$ cat config.mk
export PLATFORM = sky130hd
export DESIGN_NAME = fsc_top
export DESIGN_NICKNAME = d
export VERILOG_FILES = /design/src/pkg/fsc_pkg.sv /design/src/fsc_top.sv
export SDC_FILE = /design/constraint.sdc
export NUM_CORES = 1
export LEC_CHECK = 0
export BUFFER_PORTS_ARGS = -buffer_cell sky130_fd_sc_hd__buf_4
export CAP_MARGIN = 30
export CORE_AREA = 2 2 262 160
export CTS_CLUSTER_DIAMETER = 80
export DETAILED_ROUTE_END_ITERATION = 16
export DIE_AREA = 0 0 264 162
export PLACE_DENSITY_LB_ADDON = 0.2
export SKIP_CTS_REPAIR_TIMING = 1
export SLEW_MARGIN = 20
export SYNTH_ARGS = -nofsm -noshare
export SYNTH_HDL_FRONTEND = slang
export SYNTH_SLANG_ARGS = --single-unit
$ cat constraint.sdc
create_clock -name i_clk -period 5.4 [get_ports i_clk]
set_input_delay 1.08 -clock i_clk [delete_from_list [all_inputs] [get_ports i_clk]]
set_output_delay 1.08 -clock i_clk [all_outputs]
set_load 0.05 [all_outputs]
$ cat src/pkg/fsc_pkg.sv
/*
 * Constants for the receive-channel frame sync, control and status block.
 * Assumes a single 125 MHz system clock and 12-bit received words.
 */
package fsc_pkg;
   // SPI instruction codes, sent MSB first.
   localparam logic [7:0] OP_CTRL_WR = 8'h62;
   localparam logic [7:0] OP_CTRL_RD = 8'hE2;
   localparam logic [7:0] OP_STAT_RD = 8'hE6;
   localparam int SPI_BITS = 8;

   // Control register fields.
   localparam logic [7:0] CTRL_RESET = 8'h00;
   localparam int CTRL_USED_W = 4;
   localparam int CB_FLUSH = 3;
   localparam int CB_RELAXED = 2;
   localparam int CB_RAW = 1;
   localparam int CB_TEST = 0;

   // Status register fields.
   localparam int SB_LOCK = 7;
   localparam int SB_ID_HI = 6;
   localparam int SB_ID_LO = 5;
   localparam int SB_FULL = 4;
   localparam int SB_HALF = 3;
   localparam int SB_EMPTY = 2;
   localparam int SB_OVF = 1;

   // Receive word and queue geometry.
   localparam int WORD_W = 12;
   localparam int QUEUE_DEPTH = 32;
   localparam int QUEUE_HALF = 16;

   // Subframe sync marks, octal 1107, 2670, 5107 and 6670.
   localparam logic [11:0] MARK_SF1 = 12'h247;
   localparam logic [11:0] MARK_SF2 = 12'h5B8;
   localparam logic [11:0] MARK_SF3 = 12'hA47;
   localparam logic [11:0] MARK_SF4 = 12'hDB8;

   // Marks needed to lock, counting the locking mark itself.
   localparam logic [2:0] LOCK_MARKS_NORMAL = 3'h5;
   localparam logic [2:0] LOCK_MARKS_RELAXED = 3'h3;

   // Mark spacing and the allowed deviation from it.
   localparam int CLK_PERIOD_NS = 8;
   localparam int MARK_SPACING_MS = 1000;
   localparam int MARK_SLACK_US = 1000;
   localparam int MARK_SPACING_CYCLES = MARK_SPACING_MS * 1000000 / CLK_PERIOD_NS;
   localparam int MARK_SLACK_CYCLES = MARK_SLACK_US * 1000 / CLK_PERIOD_NS;
   localparam int TIMER_W = 28;
endpackage

$ cat src/fsc_top.sv
/*
 * Receive-channel control and status: SPI register access to the control
 * and receive status registers, frame sync detection, the receive word
 * queue and its flags, soft flush and loopback steering.
 * Assumes decoded 12-bit words arrive on the system clock domain and that
 * the SPI pins are asynchronous and far slower than the system clock.
 */
// Functional notes
// - Soft flush empties queue, clears sync, drivers off.
// - Soft flush leaves other control bits unchanged.
// - Relaxed mode locks on third ordered mark.
// - Raw capture queues every received word.
// - Raw capture overrides both sync modes.
// - Test bit loops transmit data, disables line.
// - Control bits 7 to 4 read zero.
// - Normal mode needs five ordered marks, one second.
// - Normal lock sets on next spaced first-subframe mark.
// - Relaxed mode starts at any subframe mark.
// - Lock holds until lost, then resynchronises.
// - Without lock only the locking mark is queued, stored kept.
// - Subframe id updates on each queued mark outside raw capture.
// - Full flag when queue holds 32 words.
// - Half flag only at exactly 16 words.
// - Empty flag resets high, clears on store.
// - Store into full queue sets overflow flag, pin.
// - Full queue drops words, keeps contents.
// - Control read 0xE2, write 0x62, one byte.
// - Status read-only, read by 0xE6.
// - SPI mode 0, MSB first.
`timescale 1ns/1ns
`default_nettype none

module fsc_fifo #(
   parameter int WIDTH = 12,
   parameter int DEPTH = 32
) (
   input wire logic i_clk,
   input wire logic i_rst,
   input wire logic i_flush,
   input wire logic i_in_valid,
   output logic o_in_ready,
   input wire logic [WIDTH-1:0] i_in_data,
   output logic o_out_valid,
   input wire logic i_out_ready,
   output logic [WIDTH-1:0] o_out_data,
   output logic [$clog2(DEPTH+1)-1:0] o_count
);
   localparam int AW = $clog2(DEPTH);
   localparam int CW = $clog2(DEPTH+1);
   logic [WIDTH-1:0] mem_r [DEPTH];
   logic [AW-1:0] wr_ptr_r;
   logic [AW-1:0] rd_ptr_r;
   logic [CW-1:0] count_r;
   logic push;
   logic pop;

   assign o_in_ready = (count_r != CW'(DEPTH));
   assign o_out_valid = (count_r != '0);
   assign o_out_data = mem_r[rd_ptr_r];
   assign o_count = count_r;
   assign push = i_in_valid && o_in_ready;
   assign pop = i_out_ready && o_out_valid;

   // Contents are untouched when a push is refused.
   always_ff @(posedge i_clk) begin
      if (push) begin
         mem_r[wr_ptr_r] <= i_in_data;
      end
   end

   always_ff @(posedge i_clk) begin
      if (i_rst || i_flush) begin
         wr_ptr_r <= '0;
         rd_ptr_r <= '0;
         count_r <= '0;
      end else begin
         if (push) begin
            wr_ptr_r <= AW'(wr_ptr_r + 1'b1);
         end
         if (pop) begin
            rd_ptr_r <= AW'(rd_ptr_r + 1'b1);
         end
         count_r <= CW'(count_r + CW'(push) - CW'(pop));
      end
   end
endmodule

module fsc_top #(
   parameter int P_SPACING_CYCLES = fsc_pkg::MARK_SPACING_CYCLES,
   parameter int P_SLACK_CYCLES = fsc_pkg::MARK_SLACK_CYCLES
) (
   input wire logic i_clk,
   input wire logic i_rst,
   input wire logic i_spi_sck,
   input wire logic i_spi_cs_n,
   input wire logic i_spi_mosi,
   output logic o_spi_miso,
   output logic o_spi_miso_oe,
   input wire logic [fsc_pkg::WORD_W-1:0] i_rx_word,
   input wire logic i_rx_word_valid,
   input wire logic i_rx_pop,
   output logic [fsc_pkg::WORD_W-1:0] o_rx_word,
   output logic o_rx_word_valid,
   input wire logic i_receive_decoder_select,
   input wire logic i_tx_biphase_bit,
   input wire logic i_tx_bipolar_rz_bit,
   input wire logic i_line_biphase_bit,
   input wire logic i_line_bipolar_rz_bit,
   output logic o_biphase_sampler_bit,
   output logic o_bipolar_rz_sampler_bit,
   output logic o_line_receiver_en,
   output logic o_line_drivers_en,
   output logic o_lock_indicator,
   output logic o_rx_overflow_pin
);
   localparam int CW = $clog2(fsc_pkg::QUEUE_DEPTH+1);
   localparam int TW = fsc_pkg::TIMER_W;
   localparam logic [TW-1:0] WIN_LO = TW'(P_SPACING_CYCLES - P_SLACK_CYCLES);
   localparam logic [TW-1:0] WIN_HI = TW'(P_SPACING_CYCLES + P_SLACK_CYCLES);

   typedef enum logic [1:0] {SP_OPCODE, SP_WRITE, SP_READ, SP_DONE} fsc_spi_t;

   // ---------------- Control register and its steering ----------------
   logic [fsc_pkg::CTRL_USED_W-1:0] ctrl_r;
   logic ctrl_wr;
   logic [7:0] ctrl_wdata;
   logic flush;
   logic relaxed;
   logic raw;
   logic test;

   assign flush = ctrl_r[fsc_pkg::CB_FLUSH];
   assign relaxed = ctrl_r[fsc_pkg::CB_RELAXED];
   assign raw = ctrl_r[fsc_pkg::CB_RAW];
   assign test = ctrl_r[fsc_pkg::CB_TEST];

   // Only reset and the register write touch these bits; flush never does.
   always_ff @(posedge i_clk) begin
      if (i_rst) begin
         ctrl_r <= fsc_pkg::CTRL_RESET[fsc_pkg::CTRL_USED_W-1:0];
      end else if (ctrl_wr) begin
         ctrl_r <= ctrl_wdata[fsc_pkg::CTRL_USED_W-1:0];
      end
   end

   always_ff @(posedge i_clk) begin
      if (i_rst) begin
         o_line_receiver_en <= 1'b0;
         o_line_drivers_en <= 1'b0;
         o_biphase_sampler_bit <= 1'b0;
         o_bipolar_rz_sampler_bit <= 1'b0;
      end else begin
         o_line_receiver_en <= !test;
         o_line_drivers_en <= !test && !flush;
         o_biphase_sampler_bit <= (test && !i_receive_decoder_select) ?
            i_tx_biphase_bit : i_line_biphase_bit;
         o_bipolar_rz_sampler_bit <= (test && i_receive_decoder_select) ?
            i_tx_bipolar_rz_bit : i_line_bipolar_rz_bit;
      end
   end

   // ---------------- Sync mark detection ----------------
   logic is_mark;
   logic [1:0] mark_id;
   logic [TW-1:0] timer_r;
   logic [2:0] seq_cnt_r;
   logic [1:0] expect_r;
   logic lock_r;
   logic [1:0] subframe_r;
   logic spaced;
   logic late;
   logic starts;
   logic lock_nxt;
   logic [2:0] need;

   always_comb begin
      is_mark = 1'b1;
      mark_id = 2'h0;
      unique case (i_rx_word)
         fsc_pkg::MARK_SF1: mark_id = 2'h0;
         fsc_pkg::MARK_SF2: mark_id = 2'h1;
         fsc_pkg::MARK_SF3: mark_id = 2'h2;
         fsc_pkg::MARK_SF4: mark_id = 2'h3;
         default: is_mark = 1'b0;
      endcase
   end

   assign spaced = (timer_r >= WIN_LO) && (timer_r <= WIN_HI);
   assign late = (timer_r > WIN_HI);
   assign starts = relaxed || (mark_id == 2'h0);
   assign need = relaxed ? fsc_pkg::LOCK_MARKS_RELAXED : fsc_pkg::LOCK_MARKS_NORMAL;
   assign lock_nxt = !lock_r && i_rx_word_valid && is_mark && spaced
      && (mark_id == expect_r) && (seq_cnt_r != 3'h0)
      && (3'(seq_cnt_r + 1'b1) >= need);

   always_ff @(posedge i_clk) begin
      if (i_rst || flush || raw) begin
         timer_r <= '0;
         seq_cnt_r <= '0;
         expect_r <= '0;
         lock_r <= 1'b0;
      end else begin
         if (!late) begin
            timer_r <= TW'(timer_r + 1'b1);
         end
         if (lock_r) begin
            if (late) begin
               lock_r <= 1'b0;
               seq_cnt_r <= '0;
            end else if (i_rx_word_valid && is_mark && spaced) begin
               if (mark_id == expect_r) begin
                  expect_r <= 2'(expect_r + 1'b1);
                  timer_r <= '0;
               end else begin
                  lock_r <= 1'b0;
                  seq_cnt_r <= '0;
               end
            end
         end else if (i_rx_word_valid && is_mark && spaced && seq_cnt_r != 3'h0
                      && mark_id == expect_r) begin
            seq_cnt_r <= 3'(seq_cnt_r + 1'b1);
            expect_r <= 2'(mark_id + 1'b1);
            timer_r <= '0;
            lock_r <= lock_nxt;
         end else if (i_rx_word_valid && is_mark) begin
            // A misplaced mark restarts the hunt from itself if it may start one, else clears it.
            seq_cnt_r <= starts ? 3'h1 : 3'h0;
            expect_r <= 2'(mark_id + 1'b1);
            timer_r <= '0;
         end else if (late) begin
            seq_cnt_r <= '0;
         end
      end
   end

   // ---------------- Receive queue ----------------
   logic q_in_valid;
   logic q_in_ready;
   logic q_out_valid;
   logic [fsc_pkg::WORD_W-1:0] q_out_data;
   logic [CW-1:0] q_count;
   logic q_pop;

   // Raw capture queues everything; otherwise only the locking mark and words while locked.
   assign q_in_valid = i_rx_word_valid && (raw || lock_r || lock_nxt) && !flush;
   assign q_pop = i_rx_pop && q_out_valid && !flush;

   fsc_fifo #(
      .WIDTH(fsc_pkg::WORD_W),
      .DEPTH(fsc_pkg::QUEUE_DEPTH)
   ) u_rx_queue (
      .i_clk(i_clk),
      .i_rst(i_rst),
      .i_flush(flush),
      .i_in_valid(q_in_valid),
      .o_in_ready(q_in_ready),
      .i_in_data(i_rx_word),
      .o_out_valid(q_out_valid),
      .i_out_ready(q_pop),
      .o_out_data(q_out_data),
      .o_count(q_count)
   );

   always_ff @(posedge i_clk) begin
      if (i_rst) begin
         o_rx_word <= '0;
         o_rx_word_valid <= 1'b0;
      end else begin
         o_rx_word_valid <= q_pop;
         if (q_pop) begin
            o_rx_word <= q_out_data;
         end
      end
   end

   logic full_r;
   logic half_r;
   logic empty_r;

   always_ff @(posedge i_clk) begin
      if (i_rst) begin
         full_r <= 1'b0;
         half_r <= 1'b0;
         empty_r <= 1'b1;
      end else begin
         full_r <= (q_count == CW'(fsc_pkg::QUEUE_DEPTH));
         half_r <= (q_count == CW'(fsc_pkg::QUEUE_HALF));
         empty_r <= (q_count == '0) && !(q_in_valid && q_in_ready);
      end
   end

   // Overflow stays set until a hard reset or a soft flush.
   always_ff @(posedge i_clk) begin
      if (i_rst || flush) begin
         o_rx_overflow_pin <= 1'b0;
      end else if (q_in_valid && !q_in_ready) begin
         o_rx_overflow_pin <= 1'b1;
      end
   end

   always_ff @(posedge i_clk) begin
      if (i_rst || flush) begin
         subframe_r <= '0;
      end else if (q_in_valid && q_in_ready && is_mark && !raw) begin
         subframe_r <= mark_id;
      end
   end

   always_ff @(posedge i_clk) begin
      if (i_rst) begin
         o_lock_indicator <= 1'b0;
      end else begin
         o_lock_indicator <= lock_r;
      end
   end

   logic [7:0] status;

   always_comb begin
      status = '0;
      status[fsc_pkg::SB_LOCK] = lock_r;
      status[fsc_pkg::SB_ID_HI:fsc_pkg::SB_ID_LO] = subframe_r;
      status[fsc_pkg::SB_FULL] = full_r;
      status[fsc_pkg::SB_HALF] = half_r;
      status[fsc_pkg::SB_EMPTY] = empty_r;
      status[fsc_pkg::SB_OVF] = o_rx_overflow_pin;
   end

   // ---------------- SPI slave, mode 0 ----------------
   logic [2:0] sck_s_r;
   logic [2:0] cs_s_r;
   logic [2:0] mosi_s_r;
   logic sck_f_r;
   logic cs_f_r;
   logic sck_rise;
   logic sck_fall;
   logic mosi_bit;

   always_ff @(posedge i_clk) begin
      if (i_rst) begin
         sck_s_r <= '0;
         cs_s_r <= '1;
         mosi_s_r <= '0;
         sck_f_r <= 1'b0;
         cs_f_r <= 1'b1;
      end else begin
         sck_s_r <= {sck_s_r[1:0], i_spi_sck};
         cs_s_r <= {cs_s_r[1:0], i_spi_cs_n};
         mosi_s_r <= {mosi_s_r[1:0], i_spi_mosi};
         if (sck_s_r[1] == sck_s_r[2]) begin
            sck_f_r <= sck_s_r[2];
         end
         if (cs_s_r[1] == cs_s_r[2]) begin
            cs_f_r <= cs_s_r[2];
         end
      end
   end

   assign sck_rise = (sck_s_r[1] == sck_s_r[2]) && sck_s_r[2] && !sck_f_r;
   assign sck_fall = (sck_s_r[1] == sck_s_r[2]) && !sck_s_r[2] && sck_f_r;
   assign mosi_bit = mosi_s_r[2];

   fsc_spi_t spi_state_r;
   logic [7:0] shift_r;
   logic [2:0] bit_cnt_r;
   logic [7:0] tx_r;
   logic tx_armed_r;

   assign ctrl_wr = (spi_state_r == SP_WRITE) && sck_rise && !cs_f_r
      && (bit_cnt_r == 3'(fsc_pkg::SPI_BITS - 1));
   assign ctrl_wdata = {shift_r[6:0], mosi_bit};

   always_ff @(posedge i_clk) begin
      if (i_rst || cs_f_r) begin
         spi_state_r <= SP_OPCODE;
         shift_r <= '0;
         bit_cnt_r <= '0;
         tx_r <= '0;
         tx_armed_r <= 1'b0;
         o_spi_miso <= 1'b0;
         o_spi_miso_oe <= 1'b0;
      end else begin
         if (sck_rise) begin
            shift_r <= {shift_r[6:0], mosi_bit};
            bit_cnt_r <= 3'(bit_cnt_r + 1'b1);
            if (bit_cnt_r == 3'(fsc_pkg::SPI_BITS - 1)) begin
               unique case (spi_state_r)
                  SP_OPCODE: begin
                     unique case ({shift_r[6:0], mosi_bit})
                        fsc_pkg::OP_CTRL_WR: spi_state_r <= SP_WRITE;
                        fsc_pkg::OP_CTRL_RD: begin
                           spi_state_r <= SP_READ;
                           tx_r <= {{(8-fsc_pkg::CTRL_USED_W){1'b0}}, ctrl_r};
                           tx_armed_r <= 1'b1;
                        end
                        fsc_pkg::OP_STAT_RD: begin
                           spi_state_r <= SP_READ;
                           tx_r <= status;
                           tx_armed_r <= 1'b1;
                        end
                        default: spi_state_r <= SP_DONE;
                     endcase
                  end
                  SP_WRITE: spi_state_r <= SP_DONE;
                  SP_READ: spi_state_r <= SP_DONE;
                  SP_DONE: spi_state_r <= SP_DONE;
               endcase
            end
         end
         if (sck_fall) begin
            if (spi_state_r == SP_READ) begin
               o_spi_miso <= tx_r[7];
               o_spi_miso_oe <= 1'b1;
               tx_r <= {tx_r[6:0], 1'b0};
               tx_armed_r <= 1'b0;
            end else if (!tx_armed_r) begin
               o_spi_miso_oe <= 1'b0;
            end
         end
      end
   end
endmodule

`default_nettype wire

==> run_results.csv <==
group,metric,value,unit
run_status,status,"finished, final reports clean",
logic_synthesis,synth_warnings,0,
sta,timing.clock.skew,0.0246,ns
logic_synthesis,synthesis.instances,1190,
worst_hold_path,holdPathStages,1,
floorplanning,horizontal_extent_of_the_die,264,um
logic_synthesis,synth.yosys.seq_area_share,0.690,
grt,grt_start_max_net_pins,57,
grt,met1_usage,0.377,
cts,insertion_delay,0.57,ns
layout,syn2layout_area_growth,13.5,%
route,first_pass_iters,5,
grt,grt_antenna_before_repair,0,
layout,post_layout_nonfiller_instances,1848,
job,max-cap-violations,0,
grt,global_route_wire_length_before_repair,71800,um
floorplanning,start_util,0.497,
sta,tightestPinTransition,0.934,ns
pwr,power.net_switching,2.22,mW
pwr,internal-power,6.63,mW
layout,layout.cells.most_common_list,"edfxtp_1, mux4_2, nor2_1",
critical_path,crit-reg2reg-launch,"timer_r[10]",
logic_synthesis,synth_area,0.0200,sq mm
grt,track_usage,0.232,
cts,cts_inserted_buffers,44,
layout,design.final.nets,1331,
critical_path,crit_path_end_kind,"flop",
pwr,vdd.ir_drop.worst,0.000343,V
floorplanning,placementRows,57,
critical_path,crit_path_cell_trace,"buf_4, or4b_4, or4_1, a22oi_2, o21a_1, o31a_1, nor2_1, ha_1, fa_1, a21oi_1, nor2_1, nor2_1, xor2_1, nor2_1",
cts,tritoncts,"yes",
pwr,pwr-share-seq,0.488,
route,vias,11200,
layout,finalInstanceArea,0.0227,sq mm
grt,gr-usage-met3,0.0585,
cts,cts_sinks,496,
layout,antenna-diode-count,0,
floorplanning,floorplan.die_area,0.0428,sq mm
critical_path,timing.critical_path.slowest_cell_delay,0.60,ns
floorplanning,fp.coreArea,0.0402,sq mm
route,final_ant_viol_nets,0,
place,input_output_buffers,44,
logic_synthesis,ys_top_cells_by_area,"edfxtp_1, mux4_2, dfxtp_1",
sta,setup-violations-final,0,
logic_synthesis,synth-seq-cells,496,
critical_path,worst_ep_required_time,5.84,ns
logic_synthesis,synthFlopType,"edfxtp_1",
route,vias_per_cell,6.05,
logic_synthesis,synth_edf_count,384,
pwr,totalPowerFinal,8.86,mW
place,post_place_setup_slack,0.802,ns
critical_path,critical_path_class,"primary input to flop",
sta,slew-limit-headroom,0.378,
logic_synthesis,ys_async_sr_fraction,0,
critical_path,crit-reg2reg-capture,"u_rx_queue.mem_r[28][0]",
floorplanning,die_height,162,um
pwr,power.share.switching,0.251,
sta,fin_setup_tns,0,ns
sta,hold_viol,0,
sta,final-max-slew-violation-count,0,
critical_path,crit_top_cell,"nor2_1",
worst_hold_path,hold_path_class,"flop to flop",
logic_synthesis,yosys.area.top_type,"edfxtp_1",
logic_synthesis,synthDistinctLibCells,70,
critical_path,reg2reg_setup_slack,1.76,ns
layout,post-route-util,0.564,
logic_synthesis,netlist.area_leader.share,0.577,
cts,cts_root_buf,"clkbuf_16",
place,dp_hpwl,30800,um
critical_path,worst-path-max-fanout,34,
sta,worst_hold_slack,0.416,ns
layout,final_layout_size_suffix_gt1_frac,0.241,
cts,clkSlewWorstSetupHoldPaths,0.06,ns
cts,cts-root-to-sink-buffers,3,
critical_path,worst_r2r_path_depth,9,
place,place.gp.congestion,0.821,
pwr,pwr-share-clk,0.357,
route,totalWireLength,48400,um
sta,setup_repair_after_global_routing_missed_its_margin,"no",
logic_synthesis,postSynthAreaPerCell,16.8,sq um
route,wire_per_inst,26.2,um
place,instance_count_after_placement_with_tap_cells_included,1764,
pwr,pwr-share-comb,0.155,
cts,htree_num_levels,2,
grt,grt_busiest_layer,"met1",
sta,period_share,0.757,
critical_path,critPathLaunchType,"primary input",
worst_hold_path,hold_start,"cs_s_r[0]",
sta,final.min_clock_period,4.09,ns
critical_path,crit_path_top_delay_cell,"or4b_4",
route,drt_iter0_drc,1437,
grt,number_of_global_route_vias_before_repair,10700,
grt,use_met2,0.308,
grt,global_route.overflow_total,0,
pwr,power.density,391,mW/mm^2
critical_path,cp.arrival,4.53,ns
route,post-route-drc-count,0,
place,post_dp_cell_area,0.0212,sq mm
worst_hold_path,hold_end,"cs_s_r[1]",
layout,leading_cell_type_in_the_layout_fill_and_taps_excluded,"edfxtp_1",
pwr,static-leakage-power,7.36,nW
logic_synthesis,synth.net_count,1240,
sta,fmax,0.245,GHz
sta,worst_path_setup_slack_after_routing,1.31,ns
floorplanning,io-pin-count,45,
power by group through the flow:
stage / registers (mW) / clock network (mW) / logic, mW
6_report: 4.33 / 3.16 / 1.37
5_1_grt: 4.34 / 3.36 / 1.48
4_1_cts: 4.33 / 3.22 / 1.38
3_5_place_dp: 4.42 / 0 / 1.38
3_3_place_gp: 4.42 / 0 / 1.37
2_1_floorplan: 4.38 / 0 / 0.991
cells in the mapped netlist (all sizes together) (8+ instances only):
cell,instances
nor2b,11
nor3b,8
a21oi,33
nand3,25
and3,11
nor2,117
nor3,9
clkbuf,42
xor2,28
nand2,50
ha,25
mux4,120
dfxtp,112
inv,25
o21ai,9
buf,20
nand4,20
a211oi,12
mux2i,20
edfxtp,384
layout make-up:
class	instances	area, sq um
Clock buffer	56	1200
Clock inverter	26	249
Fill cell	3131	17500
Inverter	25	93.8
Multi-Input combinational cell	607	5850
Sequential cell	496	13800
Tap cell	531	664
Timing Repair Buffer	107	841
worst max-delay path, delay by kind of cell:
family	cells	cell delay, ns
AO/OA/AOI/OAI	4	0.96
XOR/XNOR	1	0.15
adder cells (fa/ha/maj)	2	0.66
buffers and inverters	1	0.21
AND/OR/NAND/NOR	6	1.44
logic make-up after synthesis:
logic type / count (synthesis) / synth area share
AND/OR/NAND/NOR: 304 / 0.0796
adder cells (fa/ha/maj): 26 / 0.0167
flip-flops: 496 / 0.690
AO/OA/AOI/OAI: 103 / 0.0362
buffers and inverters: 87 / 0.0177
multiplexers: 140 / 0.145
XOR/XNOR: 34 / 0.0149
how the worst max path moves through the flow:
stage	from	to	cells past startpoint
6_report	i_rx_word[8]	u_rx_queue.o_count[4]	14
3_5_place_dp	i_rx_word[8]	u_rx_queue.o_count[4]	14
2_1_floorplan	i_rx_word[4]	u_rx_queue.o_count[4]	15
3_3_place_gp	i_rx_word[8]	u_rx_queue.o_count[4]	14
4_1_cts	i_rx_word[8]	u_rx_queue.o_count[4]	14
5_1_grt	i_rx_word[8]	u_rx_queue.o_count[4]	14
registers in the layout, summed over array words and instances, names as in the netlist, 4 cells and up, named ones only:
register	flops
o_rx_word	12
timer_r	27
shift_r	7
u_rx_queue.rd_ptr_r	5
u_rx_queue.o_count	6
tx_r	8
u_rx_queue.wr_ptr_r	5
ctrl_r	4
u_rx_queue.mem_r	384
layer usage:
layer | routed length, um | part of all wire
met1 | 23000 | 0.47
met2 | 19600 | 0.40
met3 | 4870 | 0.10
met4 | 1030 | 0.021
met5 | 0 | 0
Power figures use the tool's default switching activity.
